### src/inc/dma_chan_pkg.sv
package dma_chan_pkg;
    localparam int NUM_CH = 4;
    localparam int CH_W = 2;
    localparam int ADDR_W = 32;
    localparam int REQ_SRC_W = 6;
    localparam int PRIO_W = 3;
    localparam int ITER_W = 15;
    localparam int NBYTES_W = 16;
    localparam int SEXT_W = 5;
    localparam int ID_W = 4;
    // Descriptor defaults
    localparam logic [ADDR_W-1:0] RST_ADDR = 32'h0000_0000;
    localparam logic [ITER_W-1:0] RST_ITER = 15'h0000;
    localparam logic [NBYTES_W-1:0] RST_NBYTES = 16'h0000;
    localparam logic [2:0] RST_SIZE = 3'h2;
    localparam logic RST_AUTO_STOP = 1'b1;
    // Identity presented on the bus; value is arbitrary
    localparam logic [ID_W-1:0] ENGINE_ID = 4'h5;
    localparam logic [1:0] SIZE_BYTE = 2'h0;
    localparam logic [1:0] SIZE_HALF = 2'h1;
    localparam logic [1:0] SIZE_WORD = 2'h2;
    localparam logic [1:0] SWAP_OFF = 2'h0;
    localparam logic [1:0] LINK_NONE = 2'h0;
    localparam logic [1:0] LINK_MINOR = 2'h1;
    localparam logic [1:0] LINK_MAJOR = 2'h2;

    typedef struct packed {
        logic [ADDR_W-1:0] srcAddr;
        logic [ADDR_W-1:0] dstAddr;
        logic [15:0] srcOff;
        logic [15:0] dstOff;
        logic [1:0] xferSize;
        logic [NBYTES_W-1:0] minorBytes;
        logic minorOffEn;
        logic minorOffSrc;
        logic minorOffDst;
        logic [19:0] minorOff;
        logic [ITER_W-1:0] iterCount;
        logic autoStop;
        logic [ADDR_W-1:0] nextDesc;
        logic sgEn;
        logic [1:0] linkMode;
        logic [CH_W-1:0] linkCh;
    } desc_t;

    typedef struct packed {
        logic [SEXT_W-1:0] signPos;
        logic [1:0] swapSize;
        logic [1:0] accessType;
        logic [3:0] readAttr;
        logic [3:0] writeAttr;
        logic [REQ_SRC_W-1:0] reqSource;
        logic masterIdRepl;
        logic [1:0] protLevel;
        logic [PRIO_W-1:0] prio;
        logic preemptable;
        logic canPreempt;
    } chcfg_t;

    typedef struct packed {
        logic [ADDR_W-1:0] addr;
        logic write;
        logic [31:0] wdata;
        logic [1:0] size;
        logic [3:0] attr;
        logic [1:0] prot;
        logic [1:0] access;
        logic [ID_W-1:0] masterId;
    } busreq_t;
endpackage : dma_chan_pkg

### src/rtl/dma_channel_transfer_control.sv
// What this block does
// Non-zero sign position extends read data from that bit; zero disables it.
// Swap bytes within selected size; swap size zero disables swapping.
// Per-channel access type is driven on every bus transaction.
// Read and write transactions carry their own attribute fields.
// Each channel picks one peripheral request line as trigger.
// Software can read per-channel bus identity and attribute information.
// Master-ID replication puts the originating master identity on transactions.
// Per-channel protection level is driven on bus transactions.
// Descriptor restore command sets all descriptor fields to defaults.
// Software must not restore defaults while the channel is transferring.
// Descriptor holds addresses, size and per-access offsets used for moves.
// Scatter-gather loads next descriptor and clears its request-disable bit.
// Enabled minor offset adds sign-extended value after each minor loop.
// Priority setting governs arbitration between channels; preemption flags are only stored and read back.
// Minor link triggers linked channel each time iteration count drops by 1.
// Major link triggers linked channel once when iteration count is exhausted.
// Software clears completion flag before changing link configuration.
// Automatic stop disables the hardware request when the major loop ends.
// Minor loop repeats read then write until minor byte count is exhausted.
// Iteration count decrements per minor loop; zero sets the completion flag.
module dma_channel_transfer_control
    import dma_chan_pkg::*;
(
    input wire logic clk, // 125 MHz
    input wire logic rst, // Synchronous, active high
    input wire logic [NUM_CH-1:0] descWrite, // Load descriptor strobe per channel
    input desc_t descIn, // Descriptor contents to load
    input wire logic [NUM_CH-1:0] descRestore, // Restore descriptor defaults
    input wire logic [NUM_CH-1:0] cfgWrite, // Load channel config strobe
    input chcfg_t cfgIn, // Channel config contents
    input wire logic [NUM_CH-1:0] reqEnableSet, // Set hardware request enable
    input wire logic [NUM_CH-1:0] doneClear, // Clear completion flag
    input wire logic [(1<<REQ_SRC_W)-1:0] periphReq, // Peripheral request lines, async
    input wire logic [ID_W-1:0] hostMasterId, // Master that set up the channel
    input wire logic [CH_W-1:0] infoSel, // Channel chosen for info readout
    input wire logic busReady, // Bus accepts current transaction
    input wire logic [31:0] busRdata, // Read data, valid with busReady on reads
    input desc_t descFetch, // Next descriptor from memory
    input wire logic descFetchValid, // Fetched descriptor valid
    output busreq_t busReq, // Current bus transaction
    output logic busValid, // Transaction pending
    output logic descFetchReq, // Request next descriptor
    output logic [ADDR_W-1:0] descFetchAddr, // Next descriptor address
    output logic [NUM_CH-1:0] reqEnable, // Hardware request enable per channel
    output logic [NUM_CH-1:0] chDone, // Completion flags
    output logic [NUM_CH-1:0] chActive, // Channel being serviced
    output logic [15:0] chInfo // Identity and attributes of infoSel channel
);
    typedef enum logic [2:0] {S_IDLE, S_READ, S_WRITE, S_MINOR_END, S_FETCH} state_t;

    desc_t desc_r [NUM_CH];
    chcfg_t cfg_r [NUM_CH];
    logic [ID_W-1:0] ownerId_r [NUM_CH];
    logic [(1<<REQ_SRC_W)-1:0] reqMeta_r, reqSync_r;
    logic [NUM_CH-1:0] linkPend_r, startPend;
    state_t state_r;
    logic [CH_W-1:0] cur_r, pick;
    logic pickValid;
    logic [NBYTES_W-1:0] bytesLeft_r;
    logic [31:0] rdShaped;

    // Sign-extend from bit pos; position zero leaves data untouched
    function automatic logic [31:0] sign_ext(input logic [31:0] d, input logic [SEXT_W-1:0] pos);
        logic [31:0] m;
        m = 32'hffff_ffff << pos;
        if (pos == '0)
            return d;
        return d[pos] ? (d | m) : (d & ~m);
    endfunction : sign_ext

    // Reverse bytes within the swap width
    function automatic logic [31:0] swap_bytes(input logic [31:0] d, input logic [1:0] sz);
        case (sz)
            2'h1: return {d[31:16], d[7:0], d[15:8]};
            2'h2: return {d[7:0], d[15:8], d[23:16], d[31:24]};
            default: return d;
        endcase
    endfunction : swap_bytes

    function automatic logic [NBYTES_W-1:0] size_bytes(input logic [1:0] sz);
        case (sz)
            SIZE_BYTE: return 16'h0001;
            SIZE_HALF: return 16'h0002;
            default: return 16'h0004;
        endcase
    endfunction : size_bytes

    // Pin inputs pass two flops; only the second stage is read
    always_ff @(posedge clk) begin
        if (rst) begin
            reqMeta_r <= '0;
            reqSync_r <= '0;
        end else begin
            reqMeta_r <= periphReq;
            reqSync_r <= reqMeta_r;
        end
    end

    // Start condition: request enabled and selected line asserted, or a pending link trigger
    always_comb begin
        for (int i = 0; i < NUM_CH; i++)
            startPend[i] = (reqEnable[i] && reqSync_r[cfg_r[i].reqSource]) || linkPend_r[i];
    end

    // Highest priority wins; ties go to the lower channel number
    always_comb begin
        pick = '0;
        pickValid = 1'b0;
        for (int i = 0; i < NUM_CH; i++) begin
            if (startPend[i] && (!pickValid || cfg_r[i].prio > cfg_r[pick].prio)) begin
                pick = CH_W'(i);
                pickValid = 1'b1;
            end
        end
    end

    // Configuration registers; owner identity caught when the config is written
    always_ff @(posedge clk) begin
        for (int i = 0; i < NUM_CH; i++) begin
            if (rst) begin
                cfg_r[i] <= '0;
                ownerId_r[i] <= '0;
            end else if (cfgWrite[i]) begin
                cfg_r[i] <= cfgIn;
                ownerId_r[i] <= hostMasterId;
            end
        end
    end

    // Channel info readout: id, protection, access, preemption flags
    always_ff @(posedge clk) begin
        if (rst)
            chInfo <= '0;
        else
            chInfo <= {cfg_r[infoSel].masterIdRepl ? ownerId_r[infoSel] : ENGINE_ID,
                       cfg_r[infoSel].readAttr, cfg_r[infoSel].protLevel,
                       cfg_r[infoSel].accessType, cfg_r[infoSel].canPreempt,
                       cfg_r[infoSel].preemptable, chActive[infoSel], chDone[infoSel]};
    end

    // Read data shaped for the write: swap first, then sign extension, so the sign bit is the swapped one
    always_comb begin
        rdShaped = sign_ext(swap_bytes(busRdata, cfg_r[cur_r].swapSize), cfg_r[cur_r].signPos);
    end

    // Main transfer engine
    always_ff @(posedge clk) begin
        if (rst) begin
            state_r <= S_IDLE;
            cur_r <= '0;
            bytesLeft_r <= '0;
            busValid <= 1'b0;
            busReq <= '0;
            descFetchReq <= 1'b0;
            descFetchAddr <= '0;
            chActive <= '0;
            chDone <= '0;
            reqEnable <= '0;
            linkPend_r <= '0;
            for (int i = 0; i < NUM_CH; i++) begin
                desc_r[i] <= '0;
                desc_r[i].xferSize <= RST_SIZE[1:0];
                desc_r[i].autoStop <= RST_AUTO_STOP;
            end
        end else begin
            // Software side: clears lose to a same-cycle hardware set below
            for (int i = 0; i < NUM_CH; i++) begin
                if (doneClear[i])
                    chDone[i] <= 1'b0;
                if (reqEnableSet[i])
                    reqEnable[i] <= 1'b1;
                if (descRestore[i]) begin
                    desc_r[i] <= '0;
                    desc_r[i].srcAddr <= RST_ADDR;
                    desc_r[i].dstAddr <= RST_ADDR;
                    desc_r[i].iterCount <= RST_ITER;
                    desc_r[i].minorBytes <= RST_NBYTES;
                    desc_r[i].xferSize <= RST_SIZE[1:0];
                    desc_r[i].autoStop <= RST_AUTO_STOP;
                end else if (descWrite[i]) begin
                    desc_r[i] <= descIn;
                end
            end
            case (state_r)
                S_IDLE: begin
                    if (pickValid) begin
                        cur_r <= pick;
                        chActive[pick] <= 1'b1;
                        linkPend_r[pick] <= 1'b0;
                        bytesLeft_r <= desc_r[pick].minorBytes;
                        state_r <= S_READ;
                        busValid <= 1'b1;
                        busReq.addr <= desc_r[pick].srcAddr;
                        busReq.write <= 1'b0;
                        busReq.wdata <= '0;
                        busReq.size <= desc_r[pick].xferSize;
                        busReq.attr <= cfg_r[pick].readAttr;
                        busReq.prot <= cfg_r[pick].protLevel;
                        busReq.access <= cfg_r[pick].accessType;
                        busReq.masterId <= cfg_r[pick].masterIdRepl ? ownerId_r[pick] : ENGINE_ID;
                    end
                end
                S_READ: begin
                    if (busReady) begin
                        busReq.addr <= desc_r[cur_r].dstAddr;
                        busReq.write <= 1'b1;
                        busReq.wdata <= rdShaped;
                        busReq.attr <= cfg_r[cur_r].writeAttr;
                        desc_r[cur_r].srcAddr <= desc_r[cur_r].srcAddr
                            + {{16{desc_r[cur_r].srcOff[15]}}, desc_r[cur_r].srcOff};
                        state_r <= S_WRITE;
                    end
                end
                S_WRITE: begin
                    if (busReady) begin
                        desc_r[cur_r].dstAddr <= desc_r[cur_r].dstAddr
                            + {{16{desc_r[cur_r].dstOff[15]}}, desc_r[cur_r].dstOff};
                        if (bytesLeft_r > size_bytes(desc_r[cur_r].xferSize)) begin
                            bytesLeft_r <= bytesLeft_r - size_bytes(desc_r[cur_r].xferSize);
                            busReq.addr <= desc_r[cur_r].srcAddr;
                            busReq.write <= 1'b0;
                            busReq.attr <= cfg_r[cur_r].readAttr;
                            state_r <= S_READ;
                        end else begin
                            bytesLeft_r <= '0;
                            busValid <= 1'b0;
                            state_r <= S_MINOR_END;
                        end
                    end
                end
                S_MINOR_END: begin
                    if (desc_r[cur_r].minorOffEn) begin
                        if (desc_r[cur_r].minorOffSrc)
                            desc_r[cur_r].srcAddr <= desc_r[cur_r].srcAddr
                                + {{12{desc_r[cur_r].minorOff[19]}}, desc_r[cur_r].minorOff};
                        if (desc_r[cur_r].minorOffDst)
                            desc_r[cur_r].dstAddr <= desc_r[cur_r].dstAddr
                                + {{12{desc_r[cur_r].minorOff[19]}}, desc_r[cur_r].minorOff};
                    end
                    desc_r[cur_r].iterCount <= desc_r[cur_r].iterCount - 15'h0001;
                    if (desc_r[cur_r].linkMode == LINK_MINOR && desc_r[cur_r].iterCount > 15'h0001)
                        linkPend_r[desc_r[cur_r].linkCh] <= 1'b1;
                    if (desc_r[cur_r].iterCount <= 15'h0001) begin
                        chDone[cur_r] <= 1'b1;
                        if (desc_r[cur_r].linkMode != LINK_NONE)
                            linkPend_r[desc_r[cur_r].linkCh] <= 1'b1;
                        if (desc_r[cur_r].autoStop)
                            reqEnable[cur_r] <= 1'b0;
                        if (desc_r[cur_r].sgEn) begin
                            descFetchReq <= 1'b1;
                            descFetchAddr <= desc_r[cur_r].nextDesc;
                            state_r <= S_FETCH;
                        end else begin
                            chActive[cur_r] <= 1'b0;
                            state_r <= S_IDLE;
                        end
                    end else begin
                        chActive[cur_r] <= 1'b0;
                        state_r <= S_IDLE;
                    end
                end
                S_FETCH: begin
                    if (descFetchValid) begin
                        desc_r[cur_r] <= descFetch;
                        desc_r[cur_r].autoStop <= 1'b0;
                        reqEnable[cur_r] <= 1'b1;
                        descFetchReq <= 1'b0;
                        chActive[cur_r] <= 1'b0;
                        state_r <= S_IDLE;
                    end
                end
                default: state_r <= S_IDLE;
            endcase
        end
    end
endmodule : dma_channel_transfer_control

### config.mk
export PLATFORM = sky130hd
export DESIGN_NAME = dma_channel_transfer_control
export DESIGN_NICKNAME = d
export VERILOG_FILES = /design/src/inc/dma_chan_pkg.sv /design/src/rtl/dma_channel_transfer_control.sv
export SDC_FILE = /design/constraint.sdc
export NUM_CORES = 2
export LEC_CHECK = 0
export BUFFER_PORTS_ARGS = -buffer_cell sky130_fd_sc_hd__buf_2
export CELL_PAD_IN_SITES_DETAIL_PLACEMENT = 1
export CELL_PAD_IN_SITES_GLOBAL_PLACEMENT = 2
export CORE_MARGIN = 1.5
export CORE_UTILIZATION = 42
export DETAILED_ROUTE_END_ITERATION = 8
export PLACE_DENSITY = 0.9
export SKIP_CTS_REPAIR_TIMING = 1
export SLEW_MARGIN = 20
export SYNTH_ARGS = -nofsm -noshare
export SYNTH_HDL_FRONTEND = slang
export SYNTH_SLANG_ARGS = --single-unit
export TNS_END_PERCENT = 20
### constraint.sdc
create_clock -name clk -period 13.61 [get_ports clk]
set_clock_uncertainty 0.05 [all_clocks]
set_input_delay 1.361 -clock clk [delete_from_list [all_inputs] [get_ports clk]]
set_output_delay 1.361 -clock clk [all_outputs]
set_load 0.02 [all_outputs]
Word-level counts from Yosys, hierarchy flattened
Memory sizes are Yosys's and may differ from the RTL's. A register that Yosys moved wholly into a read port is not among the register bits.
Cells that the tools add are included.
- register bits after elaboration: 294
- memory bits (writable): 900
- bits of input ports: 537
- output and inout bits: 141
- logic and storage cells: 503
- memories: 3
- $add $sub $neg: 6
- magnitude comparators: 18
- equal/unequal tests: 17
- shifts and indexed selects: 1
- muxes and demuxes: 278
- bitwise operators: 116
- reductions and logical operators: 42
- memories (name ; depth ; width ; rd ports ; clocked after Yosys merged registers in ; wr ports ; line ; RTL):
    desc_r ; 4 ; 190 ; 2 ; 1 ; 5 ; dma_channel_transfer_control.sv:52 ; desc_t desc_r [NUM_CH];
    cfg_r ; 4 ; 31 ; 9 ; 1 ; 4 ; dma_channel_transfer_control.sv:53 ; chcfg_t cfg_r [NUM_CH];
    ownerId_r ; 4 ; 4 ; 2 ; 0 ; 4 ; dma_channel_transfer_control.sv:54 ; logic [ID_W-1:0] ownerId_r [NUM_CH];
- operator list (cell ; count):
    $mux 32 ; 27
    $mux 96 ; 4
    $mux 37 ; 8
    $mux 16 ; 18
    $mux 54 ; 4
    $mux 15 ; 9
    $add 32x32->32 ; 4
    $pmux 32 s2 ; 2
    $mux 31 ; 4
    $mux 1 ; 121
    $or 1x1->1 ; 102
    $pmux 33 s3 ; 1
    $mux 23 ; 4
    $mux 4 ; 23
    $mux 79 ; 1
    $mux 33 ; 2
    $mux 65 ; 1
    $mux 2 ; 23
    $and 32x32->32 ; 1
    $not 32->32 ; 1
    $or 32x32->32 ; 1
    $pmux 16 s2 ; 1
    $shl 32x5->32 const A ; 1
    $lt 6x7->1 const B ; 4
    43 further kinds ; 111

Depth between registers and ports, before layout
An unclocked memory read counts as a cell.
- word-level depth: 28
- gate-level depth with buffers: 32
- depth with buffers taken out: 27

Worst setup path after synthesis
Ideal clock, no wire load.
- kind: flip-flop to flip-flop
- start point: reg (tool-made name)
- end point: mem desc_r[0][186] (netlist name), data pin
- setup time: 0.266 ns
- data arrival time: 5.742 ns
- data required time: 13.294 ns
- path slack: 7.551 ns
- cell stages (with the launch flop): 23
- path buffers: 8
- clock period less this slack: 6.059 ns
- path through: dfxtp_1 -> buf_4 -> buf_2 -> buf_4 -> buf_2 -> buf_2 -> buf_2 -> buf_2 -> buf_2 -> mux4_2 -> mux2_2 -> fa_1 -> a21o_1 -> a21oi_1 -> o21ai_0 -> a21oi_1 -> o211a_1 -> a2111oi_0 -> o211ai_1 -> a21oi_1 -> or3_1 -> a31oi_1 -> o21ai_0
- RTL lines (what ; line):
    end: declaration ; dma_channel_transfer_control.sv:52

==> flow_summary_export.csv <==
group,metric,value,unit
status,outcome,"finished clean",
worst_setup_path,reg2reg_slack,5.10,ns
timing,holdWs,0.382,ns
cts,clk_latency,0.80,ns
place,post-place-cells,8349,
logic_synthesis,synth-main-ff-cell,"edfxtp_1",
worst_setup_path,required,14.20,ns
logic_synthesis,synth-simple-area-share,19.5,%
timing,post-route-worst-setup-slack,5.10,ns
global_routing,grt_start_max_net_pins,140,
job,cap_violations,0,
global_routing,grt.met1_usage,41.1,%
global_routing,grtUsageTotal,33.3,%
route,wl_per_cell,30.0,um
hold_path,whs_endpoint,"reqSync_r[62]",
logic_synthesis,synth-xor-area-share,0.941,%
logic_synthesis,muxShareOfSynthArea,11.4,%
cts,cts_tree,"done",
global_routing,antenna_found_initial,154,
floorplan,design.die.area,0.153,mm2
global_routing,overflow,0,
place,hpwl,170000,um
cts,numCtsBuffers,141,
layout,regArea,0.0329,mm2
route,num_vias,54000,
logic_synthesis,ys_top_cells_by_area,"edfxtp_1 43%, dfxtp_1 9.4%, mux4_2 9.2%, nand2_1 6.6%, nand3_1 6.1%",
timing,worst_slew_pin_slew,1.21,ns
layout,fin_nets,7094,
layout,multiInputGateArea,0.0284,mm2
logic_synthesis,synth.most_common_cell,"nand2_1",
timing,rsz0062_at_grt,"no",
worst_setup_path,timing.rr.end,"busReq[4]",
hold_path,hold_depth,1,
floorplan,die_w,391,um
global_routing,grt_use_met2,53.0,%
logic_synthesis,ys_async_sr_fraction,0,%
logic_synthesis,yosysWarningCount,0,
layout,fillerInstances,16300,
global_routing,grt_pass1_vias,55300,
logic_synthesis,synth.top_cell.area_share,42.6,%
worst_setup_path,start_kind,"flip-flop",
global_routing,grt.met3_usage,10.2,%
route,drtPass1Iterations,5,
timing,max_freq,117,MHz
layout,drive_gt1_share,20.2,%
power,p_leak,30.1,nW
logic_synthesis,syn_avg_cell_area,10.5,um2
logic_synthesis,synth_common_cells,"1120 x nand2_1, 899 x edfxtp_1, 769 x nand3_1, 394 x o21ai_0, 332 x clkbuf_1",
logic_synthesis,synth_compound_area_share,11.0,%
global_routing,top_usage_layer,"met2",
logic_synthesis,synth-edff-count,899,
route,drt-total-wl,260000,um
timing,slew_headroom,19.2,%
floorplan,dieHeight,391,um
timing,finalHoldViolations,0,
logic_synthesis,synth.cell_area,0.0633,mm2
hold_path,worstHoldStart,"reqMeta_r[62]",
layout,area_growth,15.4,%
timing,setup_viol_count_final,0,
floorplan,fp-row-count,142,
timing,slew_viol_final,0,
floorplan,io_pins,678,
timing,fin_tns_setup,0,ns
timing,timing.final.crit_share,62.6,%
power,vdd_drop_max,0.149,mV
route,drc_errors,0,
route,ant_nets,0,
hold_path,hold_class,"flip-flop to flip-flop",
worst_setup_path,crit_path_max_fanout,33,
floorplan,start_util,42.3,%
logic_synthesis,synthAdderAreaFrac,1.64,%
cts,clock_sinks,1196,
cts,path_clk_slew,0.06,ns
place,post-place-ws,5.22,ns
route,drt_iter0_drc,5252,
worst_setup_path,worst_ep_arrival_time,9.11,ns
logic_synthesis,synth-seq-area-share,52.0,%
route,via_per_inst,6.22,
worst_setup_path,reg2reg_depth,24,
cts,cts_root_buf,"clkbuf_16",
global_routing,grt_pass1_wl,375000,um
worst_setup_path,endpoint_kind,"flip-flop",
logic_synthesis,synth_top_family_by_area,"simple AND/OR/NAND/NOR gates",
worst_setup_path,regToRegStartpoint,"cfg_r[1][9]",
place,numPortBuffers,676,
logic_synthesis,synthDistinctLibCells,90,
logic_synthesis,synth_seq_cells,1196,
worst_setup_path,critPathKind,"flip-flop to flip-flop",
floorplan,core,0.150,mm2
cts,cts_max_path_buffers,3,
power,power_density,152,mW/mm2
cts,cts_max_level,4,
place,gp_congestion,0.905,
logic_synthesis,syn_inst,6046,
logic_synthesis,yosysTopAreaCell,"edfxtp_1",
layout,fin_cells,8687,
logic_synthesis,syn_nets,6664,
timing,min_period,8.51,ns
[area by class of cell]
cell class                      count  share of cell area (%)
Multi-Input combinational cell   4322                    38.9
Clock buffer                      198                    5.39
Inverter                           43                   0.221
Timing Repair Buffer              772                    5.67
Tap cell                         2016                    3.45
Clock inverter                     62                   0.958
Antenna cell                       78                   0.267
Sequential cell                  1196                    45.1
[power breakdown]
group          internal, W  switching (W)  leakage [nW]
registers          0.00420       0.000183          12.7
clock network      0.00223        0.00164          2.27
logic             0.000985        0.00185          15.2
total              0.00741        0.00368          30.1
[placed cells by master (no fill, tap or decap), drive strengths merged, types with 16 or more instances in the layout]
master   instances
o21ai          400
o211ai          26
a31oi           34
nand2         1121
o31ai           23
edfxtp         899
o22ai           31
inv             51
mux2i          121
a311oi          32
nand3          770
nor2           288
clkinv          43
xor2            30
nor4            22
a22oi          101
a21boi          16
nand2b          35
buf            772
mux4           259
a221o           21
a21oi          191
dfxtp          297
nor2b          173
mux2            18
xnor2           38
o2111ai         18
and2           160
a211oi          41
ha              78
a21o            49
nor3            33
diode           78
clkbuf         198
[state kept, by name, summed over array words and instances (netlist names), named ones only]
register / flops
cfg_r: 124
desc_r: 760
descFetchAddr: 32
linkPend_r: 4
reqSync_r: 64
chActive: 4
descFetchReq: 1
chDone: 4
busReq: 79
reqEnable: 4
chInfo: 16
busValid: 1
reqMeta_r: 64
bytesLeft_r: 16
state_r: 3
ownerId_r: 16
cur_r: 2
[critical path, stage by stage, from the launching register on]
cell and delay, ns:
edfxtp_1 0.96, mux4_2 0.61, mux4_2 0.48, a21oi_1 0.33, o311a_1 0.25, nand4b_4 0.21
mux2i_1 0.29, ha_1 0.30, a21o_1 0.17, a21oi_1 0.14, a31oi_1 0.07, a41oi_1 0.32
or2_2 0.82, o21ai_0 0.23, ha_1 0.34, nor2b_1 0.13, o21ai_0 0.08, a32oi_1 0.33
a21oi_4 0.04, buf_4 0.24, nor2_4 0.62, buf_4 0.56, nor2_2 0.27, a221oi_1 0.33
a211oi_1 0.12
[worst max path at each step]
stage,from,to,slack (ns)
after floorplan,flip-flop,desc_r[0][186],7.55
after global placement,cfg_r[1][9],busReq[5],5.34
after detailed placement,cfg_r[1][9],busReq[4],5.22
after CTS,cfg_r[1][9],busReq[13],5.20
after global routing,cfg_r[1][9],busReq[4],4.73
final,cfg_r[1][9],busReq[4],5.10
[cell families (layout without fill, tap and decap cells)]
kind of cell,Yosys count,in the layout
buffers and inverters,528,1075
AOI/OAI and AO/OA,1094,1094
DFF,1196,1196
xor gates and xnor gates,68,68
and+or+nand+nor,2681,2681
muxes,398,398
adders and majority gates,81,81
other,0,78
[through the flow]
step | cell area (um2) | total power (W) | utilization [%]
after floorplan | 63300 | 0.00619 | -
after global placement | 68200 | 0.00715 | 45.5
after detailed placement | 68200 | 0.00724 | 45.5
after CTS | 72800 | 0.0111 | 48.6
after global routing | 72900 | 0.0115 | 48.7
final | 73000 | 0.0111 | 48.8
[routing by layer]
| metal | up-vias | part of all wire (%) |
|---|---|---|
| li1 | 23300 | - |
| met1 | 27300 | 37 |
| met2 | 2653 | 47 |
| met3 | 631 | 11 |
| met4 | 142 | 4.5 |
| met5 | - | 0.36 |
Note: power is estimated with default switching activity, not from simulation.
